==> config.mk <==
export PLATFORM = sky130hd
export DESIGN_NAME = nwp_filter
export DESIGN_NICKNAME = d
export VERILOG_FILES = /design/src/hw/nwp_cmd_class.v /design/src/hw/nwp_excl_match.v /design/src/hw/nwp_filter.v
export VERILOG_INCLUDE_DIRS = /design/src /design/src/hw
export SDC_FILE = /design/constraint.sdc
export NUM_CORES = 2
export LEC_CHECK = 0
export BUFFER_PORTS_ARGS = -buffer_cell sky130_fd_sc_hd__buf_2
export CAP_MARGIN = 20
export CORE_AREA = 2 2 335 337
export CTS_CLUSTER_SIZE = 8
export DETAILED_ROUTE_END_ITERATION = 10
export DIE_AREA = 0 0 337 339
export GPL_TIMING_DRIVEN = 0
export PLACE_DENSITY = 0.54
export RECOVER_POWER = 50
export REMOVE_ABC_BUFFERS = 1
export SYNTH_ARGS = -nofsm -noshare
export SYNTH_HDL_FRONTEND = slang
export SYNTH_SLANG_ARGS = --single-unit
==> constraint.sdc <==
create_clock -name clk -period 79 [get_ports clk]
set_clock_uncertainty 0.1 [all_clocks]
set_input_delay 15.8 -clock clk [delete_from_list [all_inputs] [get_ports clk]]
set_output_delay 15.8 -clock clk [all_outputs]
set_load 0.05 [all_outputs]
==> src/hw/nwp_map.vh <==
// register offsets, field positions and command codes for the network write protect filter
`ifndef NWP_MAP_VH
`define NWP_MAP_VH
// register indexes (byte address is four times the index)
`define NWP_IDX_CTRL 12'h01C0
`define NWP_IDX_LIST 12'h01C1
`define NWP_IDX_LIST_LAST 12'h01E0
`define NWP_IDX_COUNT 12'h01E1
`define NWP_IDX_STATUS 12'h01E2
`define NWP_IDX_LOG 12'h01E3
`define NWP_IDX_LOG_CNT 12'h01E4
// field positions
`define NWP_CTRL_EN_BIT 15
`define NWP_ST_WHOLE_BIT 0
`define NWP_ST_TASK_BIT 1
`define NWP_ST_OVWR_BIT 2
`define NWP_ST_BKUP_BIT 3
`define NWP_ST_UPM_BIT 4
// limits and reset values
`define NWP_MAX_NODES 6'h20
`define NWP_NET_MAX 8'h7F
`define NWP_NODE_MIN 8'h01
`define NWP_NODE_MAX 8'hFE
`define NWP_NODE_ANY 8'hFF
`define NWP_CTRL_RST 16'h0000
`define NWP_COUNT_RST 16'h0000
`define NWP_ENTRY_RST 16'h0000
// write-class command codes
`define NWP_C_MEM_WR 16'h0102
`define NWP_C_MEM_FILL 16'h0103
`define NWP_C_MEM_XFER 16'h0105
`define NWP_C_PAR_WR 16'h0202
`define NWP_C_PAR_FILL 16'h0203
`define NWP_C_PRG_WR 16'h0307
`define NWP_C_PRG_CLR 16'h0308
`define NWP_C_RUN 16'h0401
`define NWP_C_STOP 16'h0402
`define NWP_C_CLK_WR 16'h0702
`define NWP_C_ACC_ACQ 16'h0C01
`define NWP_C_ERR_CLR 16'h2101
`define NWP_C_ELOG_CLR 16'h2103
`define NWP_C_F_WR 16'h2203
`define NWP_C_F_FMT 16'h2204
`define NWP_C_F_DEL 16'h2205
`define NWP_C_F_COPY 16'h2207
`define NWP_C_F_REN 16'h2208
`define NWP_C_F_MXF 16'h220A
`define NWP_C_F_PXF 16'h220B
`define NWP_C_F_GXF 16'h220C
`define NWP_C_DIR 16'h2215
`define NWP_C_FRC 16'h2301
`define NWP_C_FRC_CAN 16'h2302
`endif

==> src/hw/nwp_cmd_class.v <==
// combinational classifier of write-class command codes
`timescale 1ns/1ps
`default_nettype none
`include "nwp_map.vh"
module nwp_cmd_class (
  input wire [15:0] code,
  output reg is_write
);
  // ---------------------------------------------------------
  // code lookup
  // ---------------------------------------------------------
  always @* begin
    case (code)
      `NWP_C_MEM_WR, `NWP_C_MEM_FILL, `NWP_C_MEM_XFER, `NWP_C_PAR_WR, `NWP_C_PAR_FILL,
      `NWP_C_PRG_WR, `NWP_C_PRG_CLR: is_write = 1'b1;
      `NWP_C_RUN, `NWP_C_STOP, `NWP_C_CLK_WR, `NWP_C_ACC_ACQ: is_write = 1'b1;
      `NWP_C_ERR_CLR, `NWP_C_ELOG_CLR, `NWP_C_F_WR, `NWP_C_F_FMT, `NWP_C_F_DEL, `NWP_C_F_COPY,
      `NWP_C_F_REN, `NWP_C_F_MXF, `NWP_C_F_PXF, `NWP_C_F_GXF, `NWP_C_DIR: is_write = 1'b1;
      `NWP_C_FRC, `NWP_C_FRC_CAN: is_write = 1'b1;
      default: is_write = 1'b0; // reads and anything else pass
    endcase
  end
endmodule
`default_nettype wire

==> src/hw/nwp_excl_match.v <==
// exclusion list compare: one comparator per entry
`timescale 1ns/1ps
`default_nettype none
`include "nwp_map.vh"
module nwp_excl_match (
  input wire [511:0] entries,
  input wire [5:0] count,
  input wire [7:0] src_net,
  input wire [7:0] src_node,
  output wire hit
);
  wire [31:0] match; // per-entry match
  // ---------------------------------------------------------
  // per entry compare, only the first count entries are live
  // ---------------------------------------------------------
  genvar i;
  generate
    for (i = 0; i < 32; i = i + 1) begin : g_ent
      wire [7:0] e_net; // upper byte is network address
      wire [7:0] e_node; // lower byte is node address
      wire ok;
      assign e_net = entries[i*16+15 -: 8];
      assign e_node = entries[i*16+7 -: 8];
      // ff marks an unspecified node and matches none; out-of-range values are ignored
      assign ok = (e_net <= `NWP_NET_MAX) && (e_node >= `NWP_NODE_MIN) && (e_node <= `NWP_NODE_MAX);
      assign match[i] = ok && (i < count) && (e_net == src_net) && (e_node == src_node);
    end
  endgenerate
  assign hit = |match;
endmodule
`default_nettype wire

==> src/hw/nwp_filter.v <==
// network write protect filter with apb register file
//
// Added by the designer: the APB register port.
`timescale 1ns/1ps
`default_nettype none
`include "nwp_map.vh"
module nwp_filter (
  input wire clk,
  input wire rst,
  // apb slave
  input wire psel,
  input wire penable,
  input wire pwrite,
  input wire [13:0] paddr,
  input wire [31:0] pwdata,
  output wire pready,
  output reg [31:0] prdata,
  output wire pslverr,
  // incoming command
  input wire cmd_valid,
  input wire [15:0] cmd_code,
  input wire cmd_from_net,
  input wire [7:0] cmd_src_net,
  input wire [7:0] cmd_src_node,
  input wire [7:0] local_net,
  input wire [7:0] local_node,
  // verdict
  output reg cmd_done,
  output reg cmd_exec,
  output reg cmd_error,
  // program memory and file write gates
  input wire dip_pin1,
  input wire whole_read_protect,
  input wire task_read_protect,
  input wire overwrite_prohibit,
  input wire backup_prohibit,
  input wire upm_wr_req,
  input wire upm_wr_task_protected,
  input wire upm_wr_internal,
  input wire file_wr_req,
  input wire file_wr_internal,
  output reg upm_wr_allow,
  output reg file_wr_allow,
  // status flags
  output reg whole_program_read_protect_flag,
  output reg task_read_protect_flag,
  output reg overwrite_prohibit_flag,
  output reg backup_file_prohibit_flag
);
  // ---------------------------------------------------------
  // storage
  // ---------------------------------------------------------
  reg [15:0] network_write_protect_control; // enable in bit 15
  reg [15:0] excluded_node_count; // number of live entries
  reg [15:0] protect_exclusion_list [0:31]; // exclusion entries
  reg [15:0] log_mem [0:15]; // event log of network writes
  reg [3:0] log_ptr; // next log slot
  reg [15:0] log_total; // writes recorded, saturating
  wire [511:0] list_flat; // flattened list for the comparator
  wire [11:0] idx; // word index
  wire excl_hit; // source is in the exclusion list
  wire is_write; // command is write class
  wire protect_en; // network write protection enabled
  wire [5:0] cnt_eff; // clamped count
  wire is_local; // source is the local node
  wire block; // command must be refused
  wire wr_en; // apb write strobe
  wire mapped; // address decodes to a register
  genvar g;
  generate
    for (g = 0; g < 32; g = g + 1) begin : g_flat
      assign list_flat[g*16 +: 16] = protect_exclusion_list[g];
    end
  endgenerate
  // ---------------------------------------------------------
  // apb decode
  // ---------------------------------------------------------
  assign idx = paddr[13:2];
  assign mapped = (idx >= `NWP_IDX_CTRL) && (idx <= `NWP_IDX_LOG_CNT);
  assign pready = 1'b1; // zero wait states
  assign pslverr = psel && penable && !mapped;
  assign wr_en = psel && penable && pwrite && mapped;
  // ---------------------------------------------------------
  // filter decision
  // ---------------------------------------------------------
  assign protect_en = network_write_protect_control[`NWP_CTRL_EN_BIT];
  assign cnt_eff = (excluded_node_count > {10'h000, `NWP_MAX_NODES}) ? `NWP_MAX_NODES :
    excluded_node_count[5:0];
  assign is_local = (cmd_src_net == local_net) && (cmd_src_node == local_node);
  nwp_cmd_class u_class (
    .code(cmd_code),
    .is_write(is_write)
  );
  nwp_excl_match u_match (
    .entries(list_flat),
    .count(cnt_eff),
    .src_net(cmd_src_net),
    .src_node(cmd_src_node),
    .hit(excl_hit)
  );
  // list only consulted behind the enable; serial traffic bypasses
  assign block = protect_en && cmd_from_net && is_write && !is_local && !excl_hit;
  // ---------------------------------------------------------
  // verdict register, one cycle after the command
  // ---------------------------------------------------------
  always @(posedge clk or posedge rst) begin
    if (rst) begin
      cmd_done <= 1'b0;
      cmd_exec <= 1'b0;
      cmd_error <= 1'b0;
    end else begin
      cmd_done <= cmd_valid;
      cmd_exec <= cmd_valid && !block;
      cmd_error <= cmd_valid && block; // skip and answer error
    end
  end
  // ---------------------------------------------------------
  // registers and event log
  // ---------------------------------------------------------
  integer k;
  always @(posedge clk or posedge rst) begin
    if (rst) begin
      network_write_protect_control <= `NWP_CTRL_RST;
      excluded_node_count <= `NWP_COUNT_RST;
      log_ptr <= 4'h0;
      log_total <= 16'h0000;
      for (k = 0; k < 32; k = k + 1) begin
        protect_exclusion_list[k] <= `NWP_ENTRY_RST;
      end
      for (k = 0; k < 16; k = k + 1) begin
        log_mem[k] <= 16'h0000;
      end
    end else begin
      if (wr_en) begin
        if (idx == `NWP_IDX_CTRL) begin
          network_write_protect_control <= pwdata[15:0];
        end else if (idx >= `NWP_IDX_LIST && idx <= `NWP_IDX_LIST_LAST) begin
          protect_exclusion_list[idx[4:0] - 5'h01] <= pwdata[15:0];
        end else if (idx == `NWP_IDX_COUNT) begin
          excluded_node_count <= pwdata[15:0];
        end else if (idx == `NWP_IDX_LOG_CNT) begin
          log_total <= 16'h0000;
        end
      end
      // every network write-class command is logged, pass or block
      if (cmd_valid && cmd_from_net && is_write) begin
        log_mem[log_ptr] <= {cmd_src_net, cmd_src_node};
        log_ptr <= log_ptr + 4'h1;
        if (log_total != 16'hFFFF) begin
          log_total <= log_total + 16'h0001;
        end
      end
    end
  end
  // ---------------------------------------------------------
  // read mux
  // ---------------------------------------------------------
  always @* begin
    prdata = 32'h0000_0000;
    if (idx == `NWP_IDX_CTRL) begin
      prdata = {16'h0000, network_write_protect_control};
    end else if (idx >= `NWP_IDX_LIST && idx <= `NWP_IDX_LIST_LAST) begin
      prdata = {16'h0000, protect_exclusion_list[idx[4:0] - 5'h01]};
    end else if (idx == `NWP_IDX_COUNT) begin
      prdata = {16'h0000, excluded_node_count};
    end else if (idx == `NWP_IDX_STATUS) begin
      prdata = {27'h000_0000, dip_pin1, backup_file_prohibit_flag, overwrite_prohibit_flag,
        task_read_protect_flag, whole_program_read_protect_flag};
    end else if (idx == `NWP_IDX_LOG) begin
      prdata = {16'h0000, log_mem[log_ptr - 4'h1]}; // most recent entry
    end else if (idx == `NWP_IDX_LOG_CNT) begin
      prdata = {16'h0000, log_total};
    end
  end
  // ---------------------------------------------------------
  // program memory and file write gates, status flags
  // ---------------------------------------------------------
  always @(posedge clk or posedge rst) begin
    if (rst) begin
      upm_wr_allow <= 1'b0;
      file_wr_allow <= 1'b0;
      whole_program_read_protect_flag <= 1'b0;
      task_read_protect_flag <= 1'b0;
      overwrite_prohibit_flag <= 1'b0;
      backup_file_prohibit_flag <= 1'b0;
    end else begin
      whole_program_read_protect_flag <= whole_read_protect;
      task_read_protect_flag <= task_read_protect;
      overwrite_prohibit_flag <= overwrite_prohibit;
      backup_file_prohibit_flag <= backup_prohibit;
      // dip pin blocks all program memory writes; option guards protected tasks only when read protect on
      upm_wr_allow <= upm_wr_req && !dip_pin1 &&
        !(overwrite_prohibit && upm_wr_task_protected &&
        (whole_read_protect || task_read_protect)) &&
        (upm_wr_internal || !(protect_en && cmd_from_net));
      // startup transfer, backup and data_file_write_instruction bypass
      file_wr_allow <= file_wr_req && (file_wr_internal || !block);
    end
  end
endmodule
`default_nettype wire

==> flow_summary_export.csv <==
group,metric,value,unit
run_status,status,"complete, but fails checks",
clock_tree,htreeDepth,3,
floorplan,coreArea,110000,um2
placed_design,postPlaceCellArea,49500,um2
clock_tree,cts_root_buf,"clkbuf_16",
setup_path,r2r_start,"excluded_node_count[10]",
routing,first_pass_iters,5,
sta,max_freq,27.1,MHz
global_route,grt_use_met2,0.415,
sta,hold_violations,0,
layout,nFillCells,9806,
global_route,busiest_layer,"met1",
sta,rsz0062_at_grt,"no",
synthesis,yosys_warnings,0,
clock_tree,clk_latency,690,ps
clock_tree,path_clk_slew,50,ps
placed_design,dp.final_hpwl,110000,um
sta,finalCriticalPeriod,36850,ps
global_route,antenna_found_initial,12,
sta,max_slew_margin,-3.42,
pwr,seq_power_share,0.453,
floorplan,fp.dieW,337,um
global_route,grt_max_degree,123,
global_route,grtUsageMet1,0.417,
sta,min_period_over_period,0.466,
layout,final_cell_area,52400,um2
clock_tree,cts_setup_buffers,0,
setup_path,startpoint,"paddr[2]",
synthesis,synth-edff-count,0,
pwr,clkPwrFrac,0.470,
worst_hold_path,holdCritPathClass,"flip-flop to flip-flop",
floorplan,die-area,114000,um2
setup_path,path_class,"input port to output port",
sta,setup_viol,0,
synthesis,ys_types,78,
routing,route.detailed.drc,0,
setup_path,worstRegToRegCells,8,
worst_hold_path,hold_start,"log_mem[36]",
layout,layout.nets,3781,
sta,maxSlewViolCount,844,
routing,routed_wl,161000,um
floorplan,rows,122,
pwr,internal_power,0.704,mW
global_route,grt_pass1_vias,31600,
placed_design,gp_congestion,0.968,
job,drv_cap,8,
clock_tree,cts_buffer_depth,3,
pwr,fin_total_pwr,0.941,mW
layout,syn2layout_area_growth,10.8,%
sta,tns,0,ps
setup_path,rrSetupSlack,74130,ps
synthesis,synth_cells,3672,
pwr,leakage,25.0,nW
synthesis,synth_area,47300,um2
clock_tree,cts_tree,"built",
synthesis,synth_seq_cells,829,
setup_path,cp_max_fo,65,
pwr,peakVddDrop,17.1,uV
floorplan,die_h,339,um
global_route,grt_use_met3,0.0611,
clock_tree,hold_buffers,0,
setup_path,arrival,20950,ps
layout,final_cell_mix,"dfrtp_1 (828), mux2_1 (404), xnor2_1 (285), mux2_4 (236), mux4_2 (198)",
global_route,grt.total_usage,0.282,
routing,drtAntennaViolNets,0,
layout,final_common_cell,"dfrtp_1",
synthesis,synthArstFlopShare,1.00,
pwr,p_switching,0.237,mW
sta,hold-worst-slack,376,ps
synthesis,synth_ff_type,"dfrtp_1",
floorplan,start_util,0.428,
clock_tree,cts_sinks,829,
floorplan,ios,154,
global_route,gr-total-overflow,0,
pwr,comb_power_share,0.077,
synthesis,syn_avg_cell_area,12.9,um2
layout,layout-drive-gt1-share,0.255,
routing,vias,32000,
setup_path,required,63100,ps
setup_path,endpoint_kind,"output port",
sta,worstMarginPinSlew,6630,ps
synthesis,synth-seq-area-share,0.439,
global_route,grt_pass1_wl,235000,um
setup_path,reg2reg_to,"file_wr_allow",
routing,via_per_inst,6.20,
routing,wire_per_inst,31.2,um
clock_tree,cts_resized,0,
clock_tree,cts_buffers,114,
pwr,p_per_area,18.0,nW/um2
run_status,violations,"capacitance limit, slew limit",
routing,drt_iter0_drc,3547,
setup_path,startpoint_type,"input port",
setup_path,crit_end,"prdata[7]",
placed_design,portBuffers,118,
pwr,p_sw_frac,0.252,
layout,final_core_util,0.475,
==> routing by layer <==
metal,wire length [um],share of wire
met1,73200,0.45
met2,70700,0.44
met3,12700,0.079
met4,4560,0.028
met5,69,0.00043
==> cell type report <==
class | count | area, um2 | area share
Antenna cell | 3 | 7.51 | 0.000143
Clock buffer | 127 | 2950 | 0.0564
Clock inverter | 5 | 65.1 | 0.00124
Inverter | 32 | 121 | 0.00232
Multi-Input combinational cell | 2506 | 25000 | 0.477
Sequential cell | 829 | 20700 | 0.396
Tap cell | 1488 | 1860 | 0.0355
Timing Repair Buffer | 175 | 1650 | 0.0315
==> logic make-up (layout without fill, tap and decap cells) <==
group | Yosys count | count (layout) | synth area share
fa+ha+maj | 12 | 12 | 0.00318
buf+inv | 352 | 339 | 0.0368
other cells | 2 | 20 | 0.000159
xor+xnor | 485 | 485 | 0.0899
compound gates | 300 | 300 | 0.0429
simple gates | 690 | 690 | 0.0837
mux | 1002 | 1002 | 0.304
flops | 829 | 829 | 0.439
==> sequential cells by signal (all words and copies together), names as in the netlist, 4 cells and up <==
name	flops
list_flat	512
network_write_protect_control	16
excluded_node_count	16
log_ptr	4
log_mem	256
log_total	16
==> through the flow <==
step	instances	setup slack, ps
after global placement	4973	28830
after detailed placement	5029	42240
after floorplan	3367	39810
final	5165	42150
after CTS	5161	42240
after global routing	5162	41880
==> synth_stat cells, drive strengths merged, types with 63 or more instances <==
cell type    n  area (um2)
dfrtp      829       20700
nor3        63         375
clkbuf     173         649
nand2      164         856
xor2       195        1710
mux4       198        4460
xnor2      290        2540
nor4       100         626
o21ai       72         360
nand4      132         826
nand3       70         350
nor2        70         279
buf        147         970
mux2       800        9890
==> worst min path at each step <==
stage | end | depth (start not counted)
global route | log_mem[36] | 1
finish | log_mem[36] | 1
floorplan | log_mem[32] | 1
detailed placement | log_mem[36] | 1
CTS | log_mem[36] | 1
global placement | log_mem[59] | 1
==> worst max-delay path, stage by stage <==
cell and delay [ps]:
buf_8 280, buf_16 350, buf_16 400, inv_1 260
ha_1 400, nor3b_2 240, xor2_2 300, nor3_4 1000
a222oi_1 360, nand3_1 180, a21oi_1 50, o31ai_1 720
buf_2 400
==> power groups by stage <==
stage                     Sequential [mW]  Clock [mW]  Combinational, mW
after floorplan                     0.434           0             0.0315
after global placement              0.434           0             0.0692
after detailed placement            0.433           0             0.0739
after CTS                           0.426       0.451             0.0740
after global routing                0.426       0.468             0.0769
final                               0.426       0.442             0.0728
Power figures use the tool's default switching activity.
